==> config.mk <==
export PLATFORM = sky130hd
export DESIGN_NAME = psm_pin_mux
export DESIGN_NICKNAME = d
export VERILOG_FILES = /design/src/pkg/psm_pkg.sv /design/src/hw/psm_pin_mux.sv
export SDC_FILE = /design/constraint.sdc
export NUM_CORES = 1
export LEC_CHECK = 0
export BUFFER_PORTS_ARGS = -buffer_cell sky130_fd_sc_hd__buf_4
export CAP_MARGIN = 15
export CORE_MARGIN = 4
export CORE_UTILIZATION = 25
export DETAILED_ROUTE_END_ITERATION = 7
export SYNTH_ARGS = -nofsm -noshare
export SYNTH_HDL_FRONTEND = slang
export SYNTH_SLANG_ARGS = --single-unit
==> constraint.sdc <==
create_clock -name aclk -period 3.2 [get_ports aclk]
set_input_delay 0 -clock aclk [delete_from_list [all_inputs] [get_ports aclk]]
set_output_delay 0 -clock aclk [all_outputs]
set_load 0.05 [all_outputs]
==> src/pkg/psm_pkg.sv <==
// Package for the pin state and port multiplexer block
package psm_pkg;

   localparam int ADDR_W = 16;
   localparam int NGRP   = 5;
   // Register indices, byte address is four times the index
   localparam logic [15:0] IDX_MODE [NGRP] =
      '{16'h1FD0, 16'h1FD1, 16'h1FD8, 16'h1FD9, 16'h1FE1};
   localparam logic [15:0] IDX_DIR  [NGRP] =
      '{16'h1FD2, 16'h1FD3, 16'h1FDA, 16'h1FDB, 16'h1FE3};
   localparam logic [15:0] IDX_VAL  [NGRP] =
      '{16'h1FD4, 16'h1FD5, 16'h1FDC, 16'h1FDD, 16'h1FE5};
   localparam logic [15:0] IDX_PIN  [NGRP] =
      '{16'h1FD6, 16'h1FD7, 16'h1FDE, 16'h1FDF, 16'h1FE7};
   // Reset values per group: port1..port4, upper port
   localparam logic [7:0] RST_MODE [NGRP] =
      '{8'h00, 8'h80, 8'h01, 8'h00, 8'hFF};
   localparam logic [7:0] RST_DIR  [NGRP] =
      '{8'hFF, 8'hFF, 8'hFF, 8'hFF, 8'hFF};
   localparam logic [7:0] RST_VAL  [NGRP] =
      '{8'hFF, 8'hFF, 8'hFF, 8'hFF, 8'h00};
   // Group numbers and special pins
   localparam int G_P2 = 1;
   localparam int G_P3 = 2;
   localparam int G_EP = 4;
   localparam int NUM_CS = 6;
   localparam int CLKOUT_BIT = 7;
   localparam int UPPER_LSB = 16;
   // Register kinds
   localparam logic [1:0] K_MODE = 2'h0;
   localparam logic [1:0] K_DIR  = 2'h1;
   localparam logic [1:0] K_VAL  = 2'h2;
   localparam logic [1:0] K_PIN  = 2'h3;
   localparam logic [1:0] RESP_OKAY   = 2'h0;
   localparam logic [1:0] RESP_SLVERR = 2'h2;

   typedef enum logic [1:0] {
      PM_RUN, PM_BUS_IDLE, PM_LOW_PWR, PM_HOLD
   } psm_pwr_e;

   typedef struct packed {
      logic       hit;
      logic [1:0] kind;
      logic [2:0] grp;
   } psm_dec_s;

endpackage

==> src/hw/psm_pin_mux.sv <==
// Pin state control and port/peripheral multiplexer with AXI4-Lite regs
// Contract
// - Port pins follow mode: port regs or peripheral
// - Low power chip select high, floats on ack
// - Hold: chip selects float on pull-up
// - Low power address low, floats on ack/hold
// - Low power upper address low, floats on ack
// - Hold: upper address floats, port keeps value
// - Bus idle: upper address keeps previous address
// - Low power strobes high, pull-up on ack
// - Low power latch/fetch low, pull-down on ack
// - Post-reset pin state until mode written
// - First chip select boot level by variant
`timescale 1ns/1ns
module psm_pin_mux #(
   parameter bit BOOT_CS_LOW = 1'b0
) (
   // Clock and reset
   input  wire logic                       aclk,
   input  wire logic                       aresetn,
   // AXI4-Lite slave
   input  wire logic [psm_pkg::ADDR_W-1:0] awaddr,
   input  wire logic                       awvalid,
   output logic                            awready,
   input  wire logic [31:0]                wdata,
   input  wire logic [3:0]                 wstrb,
   input  wire logic                       wvalid,
   output logic                            wready,
   output logic [1:0]                      bresp,
   output logic                            bvalid,
   input  wire logic                       bready,
   input  wire logic [psm_pkg::ADDR_W-1:0] araddr,
   input  wire logic                       arvalid,
   output logic                            arready,
   output logic [31:0]                     rdata,
   output logic [1:0]                      rresp,
   output logic                            rvalid,
   input  wire logic                       rready,
   // Operating state from the core
   input  wire logic                       core_idle,
   input  wire logic                       core_powerdown,
   input  wire logic                       core_hold,
   input  wire logic                       ext_bus_idle,
   input  wire logic                       bus_grant_ack_n,
   // Core bus request
   input  wire logic [19:0]                core_addr,
   input  wire logic [15:0]                core_ad_o,
   input  wire logic                       core_ad_oe,
   input  wire logic                       core_rd_n,
   input  wire logic                       core_wr_n,
   input  wire logic                       core_bhe_n,
   input  wire logic                       core_ale,
   input  wire logic                       core_fetch,
   input  wire logic [5:0]                 core_cs_n,
   // Peripheral side of the multiplexed pins
   input  wire logic [4:0][7:0]            per_o,
   input  wire logic [4:0][7:0]            per_oe,
   // Port pins
   input  wire logic [7:0]                 p1_i,
   output logic [7:0]                      p1_o,
   output logic [7:0]                      p1_oe,
   input  wire logic [7:0]                 p2_i,
   output logic [7:0]                      p2_o,
   output logic [7:0]                      p2_oe,
   input  wire logic [7:0]                 p3_i,
   output logic [7:0]                      p3_o,
   output logic [7:0]                      p3_oe,
   input  wire logic [3:0]                 p4_i,
   output logic [3:0]                      p4_o,
   output logic [3:0]                      p4_oe,
   input  wire logic [3:0]                 upper_port_i,
   output logic [3:0]                      upper_port_o,
   output logic [3:0]                      upper_port_oe,
   output logic [4:0][7:0]                 pin_q,
   output logic [5:0]                      cs_pull_up,
   // Bus pins
   output logic [15:0]                     lower_address_bits_o,
   output logic [15:0]                     lower_address_bits_oe,
   input  wire logic [15:0]                muxed_addr_data_i,
   output logic [15:0]                     muxed_addr_data_o,
   output logic [15:0]                     muxed_addr_data_oe,
   output logic [15:0]                     bus_data_q,
   output logic                            read_strobe_n_o,
   output logic                            write_strobe_n_o,
   output logic                            high_byte_enable_n_o,
   output logic                            strobe_oe,
   output logic                            strobe_pull_up,
   output logic                            addr_latch_en_o,
   output logic                            fetch_indicator_o,
   output logic                            status_oe,
   output logic                            status_pull_dn
);
   import psm_pkg::*;

   typedef struct packed {
      logic [4:0][7:0] mode;
      logic [4:0][7:0] dir;
      logic [4:0][7:0] val;
      logic [4:0]      cfg;
      logic [4:0][7:0] pin;
      logic [4:0][7:0] po;
      logic [4:0][7:0] poe;
      logic [5:0]      cs_pu;
      logic [3:0]      last_up;
      logic [15:0]     la_o;
      logic [15:0]     la_oe;
      logic [15:0]     ad_o;
      logic [15:0]     ad_oe;
      logic [15:0]     ad_q;
      logic [2:0]      strb;
      logic            strb_oe;
      logic            strb_pu;
      logic [1:0]      stat;
      logic            stat_oe;
      logic            stat_pd;
      logic            aw_held;
      logic [15:0]     aw_addr;
      logic            w_held;
      logic [7:0]      w_byte;
      logic            w_en;
      logic            awready;
      logic            wready;
      logic            bvalid;
      logic [1:0]      bresp;
      logic            arready;
      logic            rvalid;
      logic [1:0]      rresp;
      logic [7:0]      rbyte;
   } psm_st_s;

   psm_st_s  s_r;
   psm_st_s  s_nxt;
   psm_pwr_e pwr;
   psm_dec_s wd;
   psm_dec_s rd;
   logic     ack;

   // Register decode, shared by the write and read paths
   function automatic psm_dec_s decode(input logic [15:0] a);
      psm_dec_s d;
      d = '0;
      for (int g = 0; g < NGRP; g++) begin
         if (a == {IDX_MODE[g][13:0], 2'b00}) begin
            d = '{1'b1, K_MODE, 3'(g)};
         end else if (a == {IDX_DIR[g][13:0], 2'b00}) begin
            d = '{1'b1, K_DIR, 3'(g)};
         end else if (a == {IDX_VAL[g][13:0], 2'b00}) begin
            d = '{1'b1, K_VAL, 3'(g)};
         end else if (a == {IDX_PIN[g][13:0], 2'b00}) begin
            d = '{1'b1, K_PIN, 3'(g)};
         end
      end
      return d;
   endfunction

   // Port as programmed: direction 1 is open drain, so a 1 floats
   function automatic logic [1:0] port_drv(input logic d, input logic v);
      return {~d | ~v, v};
   endfunction

   assign ack = ~bus_grant_ack_n;

   always_comb begin
      logic [1:0] pd;
      pd  = '0;
      s_nxt = s_r;
      wd  = decode(s_r.aw_addr);
      rd  = decode(araddr);
      // Hold wins over low power, which wins over an idle bus
      if (core_hold) begin
         pwr = PM_HOLD;
      end else if (core_idle || core_powerdown) begin
         pwr = PM_LOW_PWR;
      end else if (ext_bus_idle) begin
         pwr = PM_BUS_IDLE;
      end else begin
         pwr = PM_RUN;
      end

      // AXI write path: address and data taken in either order
      if (s_r.bvalid && bready) begin
         s_nxt.bvalid = 1'b0;
      end
      if (awvalid && s_r.awready) begin
         s_nxt.aw_held = 1'b1;
         s_nxt.aw_addr = awaddr;
      end
      if (wvalid && s_r.wready) begin
         s_nxt.w_held = 1'b1;
         s_nxt.w_byte = wdata[7:0];
         s_nxt.w_en   = wstrb[0];
      end
      if (s_r.aw_held && s_r.w_held && !s_r.bvalid) begin
         s_nxt.aw_held = 1'b0;
         s_nxt.w_held  = 1'b0;
         s_nxt.bvalid  = 1'b1;
         s_nxt.bresp   = wd.hit ? RESP_OKAY : RESP_SLVERR;
         if (wd.hit && s_r.w_en) begin
            case (wd.kind)
               K_MODE: begin
                  s_nxt.mode[wd.grp] = s_r.w_byte;
                  s_nxt.cfg[wd.grp]  = 1'b1;
               end
               K_DIR: s_nxt.dir[wd.grp] = s_r.w_byte;
               K_VAL: s_nxt.val[wd.grp] = s_r.w_byte;
               default: ;
            endcase
         end
      end
      s_nxt.awready = !s_nxt.aw_held && !s_nxt.bvalid;
      s_nxt.wready  = !s_nxt.w_held && !s_nxt.bvalid;

      // AXI read path: one cycle from address to data
      if (s_r.rvalid && rready) begin
         s_nxt.rvalid = 1'b0;
      end
      if (arvalid && s_r.arready) begin
         s_nxt.rvalid = 1'b1;
         s_nxt.rresp  = rd.hit ? RESP_OKAY : RESP_SLVERR;
         case (rd.kind)
            K_MODE: s_nxt.rbyte = s_r.mode[rd.grp];
            K_DIR:  s_nxt.rbyte = s_r.dir[rd.grp];
            K_VAL:  s_nxt.rbyte = s_r.val[rd.grp];
            default: s_nxt.rbyte = s_r.pin[rd.grp];
         endcase
         if (!rd.hit) begin
            s_nxt.rbyte = '0;
         end
      end
      s_nxt.arready = !s_nxt.rvalid;

      // Pin sampling
      s_nxt.pin = {{4'h0, upper_port_i}, {4'h0, p4_i}, p3_i, p2_i, p1_i};
      s_nxt.ad_q = muxed_addr_data_i;
      // Upper address remembered only while a bus cycle runs
      if (pwr == PM_RUN) begin
         s_nxt.last_up = core_addr[19:16];
      end

      // Multiplexed pins
      s_nxt.cs_pu = '0;
      for (int g = 0; g < NGRP; g++) begin
         for (int b = 0; b < 8; b++) begin
            pd = port_drv(s_r.dir[g][b], s_r.val[g][b]);
            if (s_r.mode[g][b]) begin
               pd = {per_oe[g][b], per_o[g][b]};
            end
            if (!s_r.cfg[g]) begin
               // Weak pull-up until configured; clock out stays live, first chip select at boot level, upper port driven high
               pd = 2'b00;
               if (g == G_P2 && b == CLKOUT_BIT) begin
                  pd = {per_oe[g][b], per_o[g][b]};
               end else if (g == G_P3 && b == 0) begin
                  pd = {1'b1, ~BOOT_CS_LOW};
               end else if (g == G_EP) begin
                  pd = 2'b11;
               end
            end else if (g == G_P3 && b < NUM_CS && s_r.mode[g][b]) begin
               case (pwr)
                  PM_HOLD: pd = 2'b00;
                  PM_LOW_PWR: pd = ack ? 2'b00 : 2'b11;
                  default: pd = {1'b1, core_cs_n[b]};
               endcase
               s_nxt.cs_pu[b] = ~pd[1];
            end else if (g == G_EP && b < 4 && s_r.mode[g][b]) begin
               // Only four upper address pins exist
               case (pwr)
                  PM_HOLD: pd = 2'b00;
                  PM_LOW_PWR: pd = ack ? 2'b00 : 2'b10;
                  PM_BUS_IDLE: pd = {1'b1, s_r.last_up[b[1:0]]};
                  default: pd = {1'b1, core_addr[UPPER_LSB + b]};
               endcase
            end else if (g == G_P2 && b == CLKOUT_BIT &&
                         s_r.mode[g][b] && core_powerdown &&
                         !core_hold) begin
               pd = 2'b11;
            end
            s_nxt.poe[g][b] = pd[1];
            s_nxt.po[g][b]  = pd[0];
         end
      end

      // Dedicated bus pins
      case (pwr)
         PM_HOLD: begin
            s_nxt.la_oe   = '0;
            s_nxt.ad_oe   = '0;
            s_nxt.la_o    = '0;
            s_nxt.ad_o    = '0;
            s_nxt.strb    = 3'b111;
            s_nxt.strb_oe = 1'b0;
            s_nxt.stat    = 2'b00;
            s_nxt.stat_oe = 1'b0;
         end
         PM_LOW_PWR: begin
            s_nxt.la_oe   = {16{~ack}};
            s_nxt.ad_oe   = {16{~ack}};
            s_nxt.la_o    = '0;
            s_nxt.ad_o    = '0;
            s_nxt.strb    = 3'b111;
            s_nxt.strb_oe = ~ack;
            s_nxt.stat    = 2'b00;
            s_nxt.stat_oe = ~ack;
         end
         PM_BUS_IDLE: begin
            s_nxt.la_oe   = '1;
            s_nxt.ad_oe   = '1;
            s_nxt.la_o    = '0;
            s_nxt.ad_o    = '0;
            s_nxt.strb    = 3'b111;
            s_nxt.strb_oe = 1'b1;
            s_nxt.stat    = 2'b00;
            s_nxt.stat_oe = 1'b1;
         end
         default: begin
            s_nxt.la_oe   = '1;
            s_nxt.ad_oe   = {16{core_ad_oe}};
            s_nxt.la_o    = core_addr[15:0];
            s_nxt.ad_o    = core_ad_o;
            s_nxt.strb    = {core_rd_n, core_wr_n, core_bhe_n};
            s_nxt.strb_oe = 1'b1;
            s_nxt.stat    = {core_ale, core_fetch};
            s_nxt.stat_oe = 1'b1;
         end
      endcase
      s_nxt.strb_pu = ~s_nxt.strb_oe;
      s_nxt.stat_pd = ~s_nxt.stat_oe;
   end

   always_ff @(posedge aclk) begin
      if (!aresetn) begin
         s_r          <= '0;
         s_r.strb     <= 3'b111;
         s_r.strb_oe  <= 1'b1;
         s_r.stat_oe  <= 1'b1;
         s_r.la_oe    <= '1;
         s_r.ad_oe    <= '1;
         s_r.poe[G_P3][0] <= 1'b1;
         s_r.po[G_P3][0]  <= ~BOOT_CS_LOW;
         for (int g = 0; g < NGRP; g++) begin
            s_r.mode[g] <= RST_MODE[g];
            s_r.dir[g]  <= RST_DIR[g];
            s_r.val[g]  <= RST_VAL[g];
         end
      end else begin
         s_r <= s_nxt;
      end
   end

   assign awready = s_r.awready;
   assign wready  = s_r.wready;
   assign bvalid  = s_r.bvalid;
   assign bresp   = s_r.bresp;
   assign arready = s_r.arready;
   assign rvalid  = s_r.rvalid;
   assign rresp   = s_r.rresp;
   assign rdata   = {24'h0, s_r.rbyte};
   assign p1_o = s_r.po[0];
   assign p1_oe = s_r.poe[0];
   assign p2_o = s_r.po[1];
   assign p2_oe = s_r.poe[1];
   assign p3_o = s_r.po[2];
   assign p3_oe = s_r.poe[2];
   assign p4_o = s_r.po[3][3:0];
   assign p4_oe = s_r.poe[3][3:0];
   assign upper_port_o = s_r.po[G_EP][3:0];
   assign upper_port_oe = s_r.poe[G_EP][3:0];
   assign pin_q = s_r.pin;
   assign cs_pull_up = s_r.cs_pu;
   assign lower_address_bits_o = s_r.la_o;
   assign lower_address_bits_oe = s_r.la_oe;
   assign muxed_addr_data_o = s_r.ad_o;
   assign muxed_addr_data_oe = s_r.ad_oe;
   assign bus_data_q = s_r.ad_q;
   assign read_strobe_n_o = s_r.strb[2];
   assign write_strobe_n_o = s_r.strb[1];
   assign high_byte_enable_n_o = s_r.strb[0];
   assign strobe_oe = s_r.strb_oe;
   assign strobe_pull_up = s_r.strb_pu;
   assign addr_latch_en_o = s_r.stat[1];
   assign fetch_indicator_o = s_r.stat[0];
   assign status_oe = s_r.stat_oe;
   assign status_pull_dn = s_r.stat_pd;

   // Checks
   logic lp_now;
   assign lp_now = (core_idle || core_powerdown) && !core_hold;
endmodule // psm_pin_mux

# Yosys cells after proc, flatten, opt, wreduce, memory -nomap -nowiden
# Index checks and enable logic that the tools add are counted.
# classes
n_addsub,0
mul,0
div,0
order_cmp,3
eq_ne,47
shift,0
n_mux,135
bitwise,105
n_reduce_logical,36
# ops
cell,count
$eq A16 B15 Y1 const B,40
$mux W6,40
$pmux W64 S3,1
$bwmux W40,3
$mux W2,56
$bmux W8 S3,4
$not A1 Y1,72
$mux W8,6
$or A1 B1 Y1,32
$reduce_and A3 Y1,9
$demux W8 S3,1
$pmux W2 S2,6
$pmux W2 S3,4
$pmux W8 S3,1
$mux W17,1
$logic_and A1 B1 Y1,13
$pmux W4 S3,1
$mux W11,1
$mux W10,1
$pmux W3 S3,1
$eq A2 B2 Y1 const B,4
$lt A3 B4 Y1 const B,2
$reduce_and A2 Y1,4
$eq A2 B1 Y1 const B,3
8 further kinds,20
# word_totals
reg_bits,372
latch_bits,0
mem_bits_rw,0
romBits,0
input_bits,256
output_inout_bits,240
elab_cells,392
n_memories,0

# Depth between registers and ports, before layout
# depth
depth_word,27
depth_mapped,10
mapped_depth_nobuf,7

# Least setup slack after synthesis
# OpenSTA, ideal clock, no wires.
# synth_timing
kind,register -> register
startpoint,"register s_r, in the netlist bvalid"
endpoint,register s_r[372] in the netlist's numbering
setup_time_ns,0.116
arrival_ns,2.019
required_ns,3.084
setup_slack_ns,1.065
stages_incl_launch_ff,9
n_path_buf,2
synth_period_minus_slack_ns,2.135
path_cell_list,dfxtp_1 and3b_1 nand2_1 nor3_1 clkbuf_1 nand3_1 clkbuf_1 mux2i_1 nor2b_1
# synth_between
elab_chain_cells,3
# synth_lines
element,line_no,source
"start, declared",psm_pin_mux.sv:131,psm_st_s s_r;
"start signal, assigned",psm_pin_mux.sv:346,s_r <= s_nxt;
$logic_not A1 Y1,psm_pin_mux.sv:193,if (s_r.aw_held && s_r.w_held && !s_r.bvalid) begin
$logic_and A1 B1 Y1,psm_pin_mux.sv:193,
$reduce_and A3 Y1 (no line),--,
# Every way passes these cells.
# A chain may end at the register's enable or synchronous reset.

# Final worst setup path
# layout_timing
startpoint,register s_r[28] in the netlist's numbering
endpoint,register s_r[384] in the netlist's numbering
# layout_between
elab_chain_cells,25
elab_cells_between_ends,49
classes_between,order compare (2); eq/ne (20); mux (23); reduce/logical (4)
# layout_lines
element,line_no,source
$eq A16 B15 Y1,psm_pin_mux.sv:147,"end else if (a == {IDX_VAL[g][13:0], 2'b00}) begin"
$mux W6,psm_pin_mux.sv:147,
$mux W6,psm_pin_mux.sv:145,"end else if (a == {IDX_DIR[g][13:0], 2'b00}) begin"
$mux W6,psm_pin_mux.sv:143,"if (a == {IDX_MODE[g][13:0], 2'b00}) begin"
$mux W6,psm_pin_mux.sv:149,"end else if (a == {IDX_PIN[g][13:0], 2'b00}) begin"
$mux W6,psm_pin_mux.sv:147,
$mux W6,psm_pin_mux.sv:145,
$mux W6,psm_pin_mux.sv:143,
[... 9 more ...],--,
$mux W6,psm_pin_mux.sv:147,
$mux W6,psm_pin_mux.sv:145,
$mux W6 (*),psm_pin_mux.sv:143,
$lt A3 B4 Y1 (implied by the code) / $ge A3 B1 Y1 (equally long branches),psm_pin_mux.sv:201,s_nxt.mode[wd.grp] = s_r.w_byte;
$logic_and A1 B1 Y1 (implied by the code),psm_pin_mux.sv:201,
$mux W8 (implied by the code),psm_pin_mux.sv:201,
$demux W8 S3,psm_pin_mux.sv:201,
$bwmux W40,psm_pin_mux.sv:201,
# Mark *: on every way between the ends. The rest lies on a longest branch, timed or not.

==> run summary <==
Status: finished, final reports clean
Mapped Avg Cell Area: 9.068 µm²
Post-synth top area share: 44.83%
Largest net degree at the start of global routing: 120
Async set or reset register ratio after synthesis: 0%
Number of clock sinks: 329
CTS Buffer Depth: 3
Worst R2R End: s_r[384]
Peak VDD IR: 0.0003431 V
Synthesized instance count: 1620
Area of the multi-input gates: 0.006145 mm²
Max Clock Skew: 0.01658 ns
Hold Path Origin: araddr[2]
Register area: 0.006586 mm²
Filler Cell Count: 5859
Worst skew pair latency: 0.57 ns
CTS H-tree lvls: 2
Root Driver: clkbuf_16
Highest clock rate: 380.0 MHz
Nets: 2267
#FFs+latches synth: 329
Top cells by area, synth: dfxtp_1 45%, buf_4 12%, mux2i_1 9.5%
Yosys warnings: 0
Buffers on Ports: 398
WHS Endpoint: rdata[0]
Post-Syn Area: 0.01469 mm²
Remaining DRCs: 0
Worst r2r src: s_r[28]
Worst path required time: 3.62 ns
CTS Hold Bufs: 193
Die H: 250.4 µm
Max Slew Vio Count: 0
Sequential share of the synthesized area: 44.83%
Period minus WS final: 2.632 ns
Iteration-0 DRC Markers: 673
Core Area: 0.05792 mm²
Final Hold Vio Count: 0
Drt via density: 4.486
Worst setup SP type: register
Cell Rows: 88
Final HPWL DP: 41.25 mm
Hold path depth: 4
RePlAce Congestion: 0.9389
Gr usage total: 16.93%
Max-Cap Viols: 0
Post-synthesis cell type count: 76
Via count: 12590
Share of cells above drive strength 1: 26.20%
Drt pass-1 iters: 5
R2r setup slk: 0.57 ns
RSZ-0062 raised after global routing: no
GR Overflow Total: 0
Worst hold slack: 0.05388 ns
Die area: 0.06270 mm²
Final setup vio count: 0
Most frequent cell after synthesis: dfxtp_1
Max transition margin: 40.22%
Lkg Pwr: 9.093 nW
Initial core utilization: 25.37%
Most instantiated cells after synthesis: 329 x dfxtp_1, 228 x buf_4, 200 x nand2_1, 139 x mux2i_1, 97 x a21oi_1
Routed wire length: 55.92 mm
Vias in the first global route: 12840
Overall die width: 250.4 µm
Period utilisation layout: 82.24%
R2R cell count: 7
Critical path endpoint category: register
# diodes: 0
Worst-Margin Slew: 0.8955 ns
Post-route ant nets: 0
Worst hold path type: input port to register
CP arrival: 3.05 ns
Post-CTS Setup Inserts: 0
Initial antenna violation count: 0
Synth Flop Type: dfxtp_1
Setup TNS: 0 ns
DR WL/cell: 19.92 µm
# IOs: 496
Crit path max fanout: 14
Pwr Density: 495.7 mW/mm²
Crit path kind: register to register
Number of synthesized flops with an enable pin: 0
CTS tree: done
CTS resizes: 0
Num CTS Buffers: 40
Area Overhead vs Synth: 37.99%
First-pass GRT wire length: 81.72 mm
Overall power: 10.05 mW
Crit path from: s_r[28]
Area leader, netlist: dfxtp_1
Clock slew at reported path FFs: 0.06 ns
area by class of cell:
type | instances | share of cell area (%)
flip-flops and latches | 329 | 32.49
multi-input cells | 1005 | 30.31
repair buffers | 622 | 25.56
clock buffers | 54 | 5.543
well taps | 765 | 4.722
clock inverters | 19 | 1.136
inverters | 13 | 0.2407
registers in the layout, indices dropped and copies added, names as in the netlist, 4 cells and up:
name and count:
p2_o 8, bus_data_q 16, p3_oe 8, pin_q 32, p3_o 8, upper_port_o 4, lower_address_bits_o 16, upper_port_oe 4
cs_pull_up 6, muxed_addr_data_o 16, p4_oe 4, p2_oe 8, rdata 8, s_r 156, p1_o 8, p1_oe 8
p4_o 4
worst max path at each step:
stage | endpoint | slack, ns | depth (start not counted)
after floorplan | s_r[372] | 1.06 | 8
after global placement | rdata[3] | 0.55 | 9
after detailed placement | rdata[3] | 0.50 | 9
after CTS | s_r[385] | 0.59 | 7
after global routing | s_r[385] | 0.44 | 7
final | s_r[384] | 0.57 | 7
report_power, final:
group | switching [mW] | leakage [nW] | internal (mW)
clock network | 1.89 | 0.656 | 2.74
logic | 0.678 | 5.76 | 0.490
registers | 0.0807 | 2.68 | 4.17
total | 2.65 | 9.09 | 7.40
worst max-delay path, stage by stage (launching register included):
cell,delay (ns)
dfxtp_1,0.31
and4bb_2,0.32
nand4_4,0.16
or3_4,0.38
nor2_2,0.55
nand2_1,0.48
nand2_1,0.18
nand3_1,0.09
cells by family (layout without fill, tap and decap cells):
logic type             count (synthesis)  after routing  share of synthesized area, %
AO/OA/AOI/OAI                        245            245                         10.29
other                                  1             34                       0.02553
AND/OR/NAND/NOR                      578            578                         20.42
flip-flops                           329            329                         44.83
buffers and inverters                319            708                         14.20
multiplexers                         148            148                         10.24
cell usage in the layout, fill, tap and decap left out, drive strengths merged, types with 4 or more instances in the layout:
cell type and n:
a21boi 35, a21oi 97, a22oi 7, a31oi 12, and2 57, and3 48, buf 429, clkbuf 54
clkinv 10, conb 34, dfxtp 329, dlygate4sd3 193, inv 16, mux2 8, mux2i 139, nand2 203
nand2b 12, nand3 59, nand3b 5, nand4 7, nor2 85, nor2b 47, nor3 19, nor3b 5
nor4 11, o21a 5, o21ai 44, o22ai 8, or2 4, or3 5
per-layer routing:
| metal | wire, µm | share of wire, % | global-route usage [%] |
|---|---|---|---|
| met1 | 24710 | 44 | 21.95 |
| met2 | 26550 | 47 | 28.69 |
| met3 | 3118 | 5.6 | 3.021 |
| met4 | 1534 | 2.7 | 5.310 |
| met5 | 0 | 0 | 0 |
per-stage QoR:
step / instance area [µm²] / setup WS, ns / instances / utilization (%)
after floorplan: 14810 / 1.065 / 1653 / -
after global placement: 16990 / 0.5474 / 2541 / 29.33
after detailed placement: 16990 / 0.4953 / 2541 / 29.33
after CTS: 20270 / 0.5877 / 2807 / 35.00
after global routing: 20270 / 0.4355 / 2807 / 35.00
final: 20270 / 0.5684 / 2807 / 35.00
Note: power is estimated with default switching activity, not from simulation.
